--- src/rtl/prescaled_reload_timer_defs.vh ---
`ifndef PRESCALED_RELOAD_TIMER_DEFS_VH
`define PRESCALED_RELOAD_TIMER_DEFS_VH

// ----------------------------------------------------------------------
// Register byte addresses
// ----------------------------------------------------------------------
`define TMR_ADDR_COUNT 12'h000
`define TMR_ADDR_CONTROL 12'h004
`define TMR_ADDR_PRELOAD 12'h008
`define TMR_ADDR_IRQ_CTRL 12'h00c

// ----------------------------------------------------------------------
// Control register fields and reset value
// ----------------------------------------------------------------------
`define TMR_CTL_SRC_BIT 5
`define TMR_CTL_EN_BIT 4
`define TMR_CTL_PSC_MSB 2
`define TMR_CTL_PSC_LSB 0
`define TMR_CTL_WRITE_MASK 8'h37
`define TMR_CTL_RESET 8'h00

// ----------------------------------------------------------------------
// Interrupt control fields and reset values
// ----------------------------------------------------------------------
`define TMR_IRQ_EN_BIT 0
`define TMR_IRQ_FLAG_BIT 1
`define TMR_IRQ_RESET 8'h00
`define TMR_COUNT_RESET 8'h00
`define TMR_PRELOAD_RESET 8'h00
`define TMR_COUNT_MAX 8'hff

`endif

--- src/rtl/clock_edge_sync.v ---
`timescale 1ns/1ps

// ----------------------------------------------------------------------
// Two-stage synchroniser with falling-edge detection of the slow clock.
// ----------------------------------------------------------------------
module clock_edge_sync (
    input wire clk_i,
    input wire reset_i,
    input wire async_i,
    output wire fall_o
);

    reg meta_r;
    reg sync_r;
    reg last_r;

    // Only sync_r and later stages feed the edge detector, never meta_r.
    always @(posedge clk_i or posedge reset_i) begin
        if (reset_i) begin
            meta_r <= 1'b0;
            sync_r <= 1'b0;
            last_r <= 1'b0;
        end else begin
            meta_r <= async_i;
            sync_r <= meta_r;
            last_r <= sync_r;
        end
    end

    // A high-to-low step of the synchronised level gives one pulse.
    assign fall_o = last_r & ~sync_r;

endmodule

--- src/rtl/tick_prescaler.v ---
`timescale 1ns/1ps

// ----------------------------------------------------------------------
// Power-of-two prescaler producing one-cycle falling-edge ticks.
// ----------------------------------------------------------------------
module tick_prescaler #(
    parameter SEL_W = 3
) (
    input wire clk_i,
    input wire reset_i,
    input wire src_tick_i,
    input wire [SEL_W-1:0] sel_i,
    input wire clear_i,
    output wire tick_o
);

    localparam DIV_W = (1 << SEL_W) - 1;

    reg [DIV_W-1:0] div_r;
    reg [DIV_W:0] ripple;
    integer k;

    // Each stage toggles on its input tick; a falling stage output is the next tick.
    always @* begin
        ripple = {(DIV_W+1){1'b0}};
        ripple[0] = src_tick_i;
        for (k = 0; k < DIV_W; k = k + 1) begin
            ripple[k+1] = ripple[k] & div_r[k];
        end
    end

    // Clearing on a setting change avoids a stray half-period tick.
    always @(posedge clk_i or posedge reset_i) begin
        if (reset_i) begin
            div_r <= {DIV_W{1'b0}};
        end else if (clear_i) begin
            div_r <= {DIV_W{1'b0}};
        end else begin
            div_r <= div_r + {{(DIV_W-1){1'b0}}, src_tick_i};
        end
    end

    assign tick_o = ripple[sel_i];

endmodule

--- src/rtl/prescaled_reload_timer.v ---
// Contract
// - Source select 0 takes system clock, 1 takes the low-speed clock.
// - Counter advances only while control bit 4 is set; otherwise holds.
// - Prescaler divides the source by two to the prescale code.
// - Each prescaled tick outside a count read, preload write or setting change adds exactly one to the 8-bit count below all-ones.
// - Passing all-ones raises the interrupt request and reloads from preload.
// - With the timer off, a preload write lands in the counter at once.
// - While running, a preload write waits in preload until next overflow.
// - Reading the count register returns the live counter.
// - Counting and reload happen on the falling edge of the tick clock.
// - An overflow raises a wake-up request.
// - Interrupt output is gated by the interrupt enable bit.
// - Control bits 7, 6 and 3 read zero and ignore writes.
// - Any reset leaves the timer off with counting disabled.
// - Counting is inhibited in the cycle a count read or preload write occurs.
`timescale 1ns/1ps
`include "prescaled_reload_timer_defs.vh"

module prescaled_reload_timer #(
    parameter CNT_W = 8,
    parameter PSC_W = 3
) (
    input wire clk_i,
    input wire reset_i,
    input wire low_speed_clock_i,
    input wire psel_i,
    input wire penable_i,
    input wire pwrite_i,
    input wire [11:0] paddr_i,
    input wire [31:0] pwdata_i,
    input wire [3:0] pstrb_i,
    output wire pready_o,
    output reg [31:0] prdata_o,
    output wire pslverr_o,
    output wire timer_irq_o,
    output wire wakeup_o
);

    // ------------------------------------------------------------------
    // Register state
    // ------------------------------------------------------------------
    reg [7:0] timer_control_r;
    reg [CNT_W-1:0] timer_count_value_r;
    reg [CNT_W-1:0] preload_r;
    reg timer_irq_enable_r;
    reg irq_flag_r;
    reg wake_r;
    reg [PSC_W:0] cfg_last_r;

    wire clk_source_sel = timer_control_r[`TMR_CTL_SRC_BIT];
    wire count_enable_bit = timer_control_r[`TMR_CTL_EN_BIT];
    wire [PSC_W-1:0] prescale_sel = timer_control_r[`TMR_CTL_PSC_MSB:`TMR_CTL_PSC_LSB];

    // ------------------------------------------------------------------
    // APB decode
    // ------------------------------------------------------------------
    wire access = psel_i & penable_i;
    wire wr_en = access & pwrite_i & pstrb_i[0];
    wire rd_en = access & ~pwrite_i;

    // Returns 1 when the offset names one of the four timer registers.
    function mapped;
        input [11:0] a;
        begin
            mapped = (a == `TMR_ADDR_COUNT) || (a == `TMR_ADDR_CONTROL) ||
                     (a == `TMR_ADDR_PRELOAD) || (a == `TMR_ADDR_IRQ_CTRL);
        end
    endfunction

    wire wr_ctl = wr_en & (paddr_i == `TMR_ADDR_CONTROL);
    wire wr_pre = wr_en & ((paddr_i == `TMR_ADDR_PRELOAD) || (paddr_i == `TMR_ADDR_COUNT));
    wire wr_irq = wr_en & (paddr_i == `TMR_ADDR_IRQ_CTRL);
    wire rd_cnt = rd_en & (paddr_i == `TMR_ADDR_COUNT);

    // Zero wait states keep the bus simple; an unmapped offset flags an error.
    assign pready_o = 1'b1;
    assign pslverr_o = access & ~mapped(paddr_i);

    // ------------------------------------------------------------------
    // Clock source and prescaler
    // ------------------------------------------------------------------
    wire sub_fall;
    wire src_tick;
    wire int_tick;
    wire cfg_change = (cfg_last_r != {clk_source_sel, prescale_sel});

    clock_edge_sync u_sub_sync (
        .clk_i(clk_i),
        .reset_i(reset_i),
        .async_i(low_speed_clock_i),
        .fall_o(sub_fall)
    );

    // The system clock ticks every cycle; the sub clock ticks on its fall.
    assign src_tick = clk_source_sel ? sub_fall : 1'b1;

    tick_prescaler #(
        .SEL_W(PSC_W)
    ) u_psc (
        .clk_i(clk_i),
        .reset_i(reset_i),
        .src_tick_i(src_tick & count_enable_bit),
        .sel_i(prescale_sel),
        .clear_i(cfg_change | ~count_enable_bit),
        .tick_o(int_tick)
    );

    // Remember the configuration so a change is seen one cycle later.
    always @(posedge clk_i or posedge reset_i) begin
        if (reset_i) begin
            cfg_last_r <= {(PSC_W+1){1'b0}};
        end else begin
            cfg_last_r <= {clk_source_sel, prescale_sel};
        end
    end

    // ------------------------------------------------------------------
    // Counter
    // ------------------------------------------------------------------
    // A count read or preload write blocks the tick, trading a small count error for coherence.
    wire inhibit = rd_cnt | wr_pre;
    wire step = int_tick & count_enable_bit & ~inhibit & ~cfg_change;
    wire overflow = step & (timer_count_value_r == `TMR_COUNT_MAX);

    // Control register with unimplemented bits forced to zero.
    always @(posedge clk_i or posedge reset_i) begin
        if (reset_i) begin
            timer_control_r <= `TMR_CTL_RESET;
        end else if (wr_ctl) begin
            timer_control_r <= pwdata_i[7:0] & `TMR_CTL_WRITE_MASK;
        end
    end

    // Preload storage always takes the written value.
    always @(posedge clk_i or posedge reset_i) begin
        if (reset_i) begin
            preload_r <= `TMR_PRELOAD_RESET;
        end else if (wr_pre) begin
            preload_r <= pwdata_i[CNT_W-1:0];
        end
    end

    // Live counter: direct load when off, reload on overflow, else step.
    always @(posedge clk_i or posedge reset_i) begin
        if (reset_i) begin
            timer_count_value_r <= `TMR_COUNT_RESET;
        end else if (wr_pre && !count_enable_bit) begin
            timer_count_value_r <= pwdata_i[CNT_W-1:0];
        end else if (overflow) begin
            timer_count_value_r <= preload_r;
        end else if (step) begin
            timer_count_value_r <= timer_count_value_r + {{(CNT_W-1){1'b0}}, 1'b1};
        end
    end

    // ------------------------------------------------------------------
    // Interrupt request and wake-up
    // ------------------------------------------------------------------
    // A set arriving with a software clear wins so no overflow is lost.
    always @(posedge clk_i or posedge reset_i) begin
        if (reset_i) begin
            irq_flag_r <= 1'b0;
            timer_irq_enable_r <= 1'b0;
        end else begin
            if (overflow) begin
                irq_flag_r <= 1'b1;
            end else if (wr_irq) begin
                irq_flag_r <= pwdata_i[`TMR_IRQ_FLAG_BIT];
            end
            if (wr_irq) begin
                timer_irq_enable_r <= pwdata_i[`TMR_IRQ_EN_BIT];
            end
        end
    end

    // Wake-up pulses on every overflow regardless of the enable.
    always @(posedge clk_i or posedge reset_i) begin
        if (reset_i) begin
            wake_r <= 1'b0;
        end else begin
            wake_r <= overflow;
        end
    end

    assign timer_irq_o = irq_flag_r & timer_irq_enable_r;
    assign wakeup_o = wake_r;

    // ------------------------------------------------------------------
    // Read data
    // ------------------------------------------------------------------
    // Read data is registered in the setup cycle so it is stable in access.
    always @(posedge clk_i or posedge reset_i) begin
        if (reset_i) begin
            prdata_o <= 32'h00000000;
        end else if (psel_i && !penable_i && !pwrite_i) begin
            case (paddr_i)
                `TMR_ADDR_COUNT: begin
                    prdata_o <= {{(32-CNT_W){1'b0}}, timer_count_value_r};
                end
                `TMR_ADDR_CONTROL: begin
                    prdata_o <= {24'h000000, timer_control_r};
                end
                `TMR_ADDR_PRELOAD: begin
                    prdata_o <= {{(32-CNT_W){1'b0}}, preload_r};
                end
                `TMR_ADDR_IRQ_CTRL: begin
                    prdata_o <= {30'h0, irq_flag_r, timer_irq_enable_r};
                end
                default: begin
                    prdata_o <= 32'h00000000;
                end
            endcase
        end
    end

endmodule

--- config.mk ---
export PLATFORM = sky130hd
export DESIGN_NAME = prescaled_reload_timer
export DESIGN_NICKNAME = d
export VERILOG_FILES = /design/src/rtl/clock_edge_sync.v /design/src/rtl/tick_prescaler.v /design/src/rtl/prescaled_reload_timer.v
export VERILOG_INCLUDE_DIRS = /design/src /design/src/rtl
export SDC_FILE = /design/constraint.sdc
export NUM_CORES = 1
export LEC_CHECK = 0
export BUFFER_PORTS_ARGS = -buffer_cell sky130_fd_sc_hd__buf_2
export CORE_AREA = 2 2 96 98
export CTS_CLUSTER_SIZE = 12
export DETAILED_ROUTE_END_ITERATION = 10
export DIE_AREA = 0 0 98 100
export GPL_ROUTABILITY_DRIVEN = 0
export HOLD_SLACK_MARGIN = 0.12
export SLEW_MARGIN = 20
export SYNTH_ARGS = -nofsm -noshare
export SYNTH_HDL_FRONTEND = slang
export SYNTH_SLANG_ARGS = --single-unit
--- constraint.sdc ---
create_clock -name clk_i -period 4.31 [get_ports clk_i]
set_input_delay 0.862 -clock clk_i [delete_from_list [all_inputs] [get_ports clk_i]]
set_output_delay 0.862 -clock clk_i [all_outputs]
set_load 0.05 [all_outputs]
Word-level counts from Yosys, hierarchy flattened
Index checks and enable logic that the tools add are counted.

Add/sub/neg operators: 2. Multiply operators: 0. Div/mod/pow operators: 0. $lt $le $gt $ge: 1. Eq/ne operators: 5. Shifts and indexed selects: 0. Mux-type cells: 10. Bitwise gates (word level): 31. Reductions and logical operators: 13.

Operators with widths (count): $pmux W8 S4 (1); $eq A12 B4 Y1 const B (2); $mux W8 (3); $and A1 B1 Y1 (23); $eq A12 B3 Y1 const B (1); $logic_not A12 Y1 (1); $add A8 B1 Y8 const B (1); $eq A8 B8 Y1 const B (1); $add A7 B1 Y7 (1); $mux W7 (1); $not A1 Y1 (6); $logic_or A1 B1 Y1 (4); $lt A3 B4 Y1 const B (1); $mux W1 (4); $ne A4 B4 Y1 (1); $bmux W1 S3 (1); $logic_and A1 B1 Y1 (3); $logic_not A1 Y1 (3); $reduce_bool A3 Y1 (1); $or A1 B1 Y1 (2); $reduce_bool A2 Y1 (1).

Flip-flop bits (word level): 70. Bits in latches: 0. Bits in writable memories: 0. Memory bits (read-only): 0. Input port bits: 54. Logic and storage cells: 74. Memories: 0.

Longest topological paths before layout
Word-level depth: 19. Depth in mapped cells: 12.

Modules after synthesis
A second synthesis with hierarchy kept.

Cell total of the unflattened synthesis: 239. Area total of the unflattened synthesis: 2612.5 um^2.

Modules (own cells, without submodules): prescaled_reload_timer (times used 1, cells each 198, area an instance 2135.8 um^2, seq. area each 900.9 um^2); tick_prescaler (times used 1, cells each 36, area an instance 384.1 um^2, seq. area each 175.2 um^2); clock_edge_sync (times used 1, cells each 5, area an instance 92.6 um^2, seq. area each 75.1 um^2).

Worst setup path before layout
No wires, ideal clock.

Kind: input to output. Start: input paddr_i[7]. End: output pslverr_o. Arrival time: 2451 ps. Setup slack: 997 ps. Cell stages on the path: 4. Buffers on the path: 1. Path through: or4_4 -> or4_4 -> buf_2 -> and3_1.

Longest elaborated chain between the ends: 6. Elaborated cells between the ends (all ways): 9. Those cells by class: eq/ne (3); bitwise (2); reduce/logical (4).

Ends and longest elaborated chain: from (decl) (line prescaled_reload_timer.v:29) `input wire [11:0] paddr_i,`; $eq A12 B3 Y1 / $logic_not A12 Y1 (equally long branches); $logic_or A1 B1 Y1 (2 in a row) (line prescaled_reload_timer.v:65) `` mapped = (a == `TMR_ADDR_COUNT) || (a == `TMR_ADDR_CONTROL) || ``; $logic_or A1 B1 Y1 * (line prescaled_reload_timer.v:65); $not A1 Y1 * (line prescaled_reload_timer.v:77) `assign pslverr_o = access & ~mapped(paddr_i);`; $and A1 B1 Y1 * (line prescaled_reload_timer.v:77); to (decl) (line prescaled_reload_timer.v:34) `output wire pslverr_o,`.

Every way passes the cells marked *; elsewhere a longest branch is shown, timed or not.

Worst setup path after layout
Same ends and word-level chain as after synthesis.

==> impl_results.md <==
- First-pass GRT wire length: 9510 um
- Final worst slack: 0.896 ns
- CP startpoint kind: primary input
- Clock Latency Late Sink: 0.30 ns
- Fin. Hold Viols: 0
- Most common library cell in the layout ignoring fill and taps: dfrtp_1
- Cell Area, Synth: 0.00257 mm^2
- DP Worst Slack: 0.888 ns
- IO Count: 90
- Yosys reg bits: 46
- CTS H-Tree Depth: 2
- Vias/cell: 4.79
- Setup_tns: 0 ns
- Die area: 0.00980 mm^2
- Post-cts resize count: 0
- CP Capture Type: primary output
- Outcome: completed
- Root Driver: clkbuf_8
- Most frequent cells in the layout: 46 x dfrtp_1, 37 x buf_2, 26 x nand2_1, 25 x conb_1, 18 x nor2_1
- Worst EP required: 3.45 ns
- Initial DRC count: 117
- HPWL after detailed placement: 4200 um
- WL final: 5700 um
- Core area: 0.00889 mm^2
- Yosys cell types: 47
- Pre-Repair DR Iteration Count: 4
- CP Class: in2out
- Largest net degree at the start of global routing: 47
- Routed WL per cell: 14.3 um
- Final Critical Period: 3.41 ns
- GRT Resource Usage Total: 12.3%
- Antenna-violating nets left: 0
- Vias: 1,910
- Ys Warns: 0
- FF-to-FF path depth: 10
- Pwr Density: 296 mW/mm^2
- Area growth syn-to-layout: 12.2%
- TritonCTS clock tree: done
- Setup bufs post-CTS: 0
- Vias in the first global route: 1,841
- Clock Sink Count: 46
- Final Non-Filler Cells: 399
- Synth Flop Type: dfrtp_1
- Worst Hold Depth: 0
- Pleak: 1.39 nW
- Max Cap Viol: 0
- DR DRC count: 0
- Initial Utilization: 28.9%
- Share of layout cells above drive strength 1: 23.6%
- Slew headroom: 45.3%
- RSZ-0062 raised after global routing: no
- Clock slew at reported path FFs: 0.08 ns
- Max rail drop VDD: 106 uV
- Final-stage net count: 346
- Final Skew: 0.00681 ns
- Num CTS Buffers: 5
- Crit path arrival time: 2.55 ns
- Fmax: 293 MHz
- Clk buf depth: 2
- Antenna Cells: 0
- Hold_buf cts: 0
- Maximum fanout along the worst path: 13
- Slew Viols, Final: 0
- Post-synth EDFFs: 0
- Final period util: 79.2%
- Grt ovf: 0
- Actual slew at the worst max-slew pin: 0.820 ns
- Die Height: 100 um
- Ys async rst share: 100%
- Mapped Avg Cell Area: 10.1 um^2
- Mapped Cells: 254
- Sequential-to-total area share from yosys stat: 44.9%
- Die Span X: 98 um
- Hold crit path type: reg2reg
- Row Count: 35
- Final setup viols: 0
- I/O Buffers: 37
- Initial antenna violation count: 0
- Util after Layout: 32.4%
- Cell count after placement: 392
- Layout fillers: 926
-- registers in the layout, summed over array words and instances, names as in the netlist --
signal and cells:
irq_flag_r 1, u_psc.div_r 7, preload_r 8, timer_irq_enable_r 1, timer_count_value_r 8, u_sub_sync.last_r 1, u_sub_sync.sync_r 1, timer_control_r 5
cfg_last_r 4, prdata_o 8, u_sub_sync.meta_r 1, wakeup_o 1
-- critical path: stages --
cell and delay [ns]:
buf_2 0.10, or4_4 0.55, or4_4 0.62, and3_1 0.22
buf_2 0.20
-- area by class of cell --
class,instances,area [um^2],area share [%]
Clock inverter,1,30.0,1.04
Sequential cell,46,1150,40.0
Clock buffer,6,82.6,2.87
Inverter,7,27.5,0.956
Tap cell,111,139,4.82
Multi-Input combinational cell,190,1260,43.6
Timing Repair Buffer,38,193,6.69
-- where the power goes --
part	switching (mW)	total (mW)	internal (mW)
clock	0.145	0.331	0.186
sequential	0.000848	0.434	0.433
combinational	0.0733	0.0870	0.0137
total	0.219	0.851	0.632
-- worst paths after layout --
path | slack [ns] | startpoint | endpoint
min in group asynchronous | 0.67 | reset_i | u_psc.div_r[5]$_DFF_PP0_
hold reg to reg | 0.36 | u_sub_sync.meta_r$_DFF_PP0_ | u_sub_sync.sync_r$_DFF_PP0_
setup reg to reg | 1.33 | timer_control_r[4]$_DFFE_PP0P_ | timer_count_value_r[2]$_DFFE_PP0P_
setup / recovery | 0.90 | paddr_i[7] | pslverr_o
max in group asynchronous | 3.14 | reset_i | preload_r[7]$_DFFE_PP0P_
hold / removal | 0.36 | u_sub_sync.meta_r$_DFF_PP0_ | u_sub_sync.sync_r$_DFF_PP0_
-- logic make-up (layout without fill, tap and decap cells) --
group | after synthesis | after routing | share of synthesized area [%]
adders and majority gates | 4 | 4 | 1.95
AOI/OAI and AO/OA | 36 | 36 | 10.0
DFF | 46 | 46 | 44.9
muxes | 25 | 25 | 11.4
other | 2 | 25 | 0.293
and+or+nand+nor | 93 | 93 | 19.3
xor gates and xnor gates | 7 | 7 | 2.39
buffers and inverters | 41 | 52 | 9.80
-- Yosys cell counts, types with 2 or more instances --
cell      count  area [um^2]
buf_2         3         15.0
o31ai_1       3         22.5
xnor2_1       4         35.0
a21oi_1       6         30.0
and3_1        5         31.3
dfrtp_1      46         1150
mux2_2       14          158
xor2_1        3         26.3
buf_4        25          188
clkbuf_1      5         18.8
mux4_2        2         45.0
o211ai_1      4         30.0
a21o_1        3         22.5
nand2b_1      6         37.5
inv_1         7         26.3
a211oi_1      2         15.0
o41ai_1       3         26.3
or3_1         2         12.5
conb_1        2         7.51
nor4_1        3         18.8
or4_4         2         22.5
or4_1         2         15.0
ha_1          4         50.1
a41oi_1       2         17.5
o21ai_0       5         25.0
nor2_1       18         67.6
mux2i_1       9         90.1
nand3_1      16         80.1
nand2_1      26         97.6
nor2b_1       5         31.3
-- per-layer routing --
layer / share of wire [%] / track usage [%]
met1: 47 / 17.6
met2: 46 / 18.4
met3: 4.9 / 2.65
met4: 1.6 / 4.70
met5: 0 / 0
-- through the flow --
| stage | area (um^2) | hold WS, ns | power, mW |
|---|---|---|---|
| after floorplan | 2650 | 0.331 | 0.526 |
| after global placement | 2770 | 0.340 | 0.529 |
| after detailed placement | 2770 | 0.341 | 0.530 |
| after CTS | 2880 | 0.360 | 0.861 |
| after global routing | 2880 | 0.375 | 0.888 |
| final | 2880 | 0.357 | 0.851 |
Power figures use the tool's default switching activity.
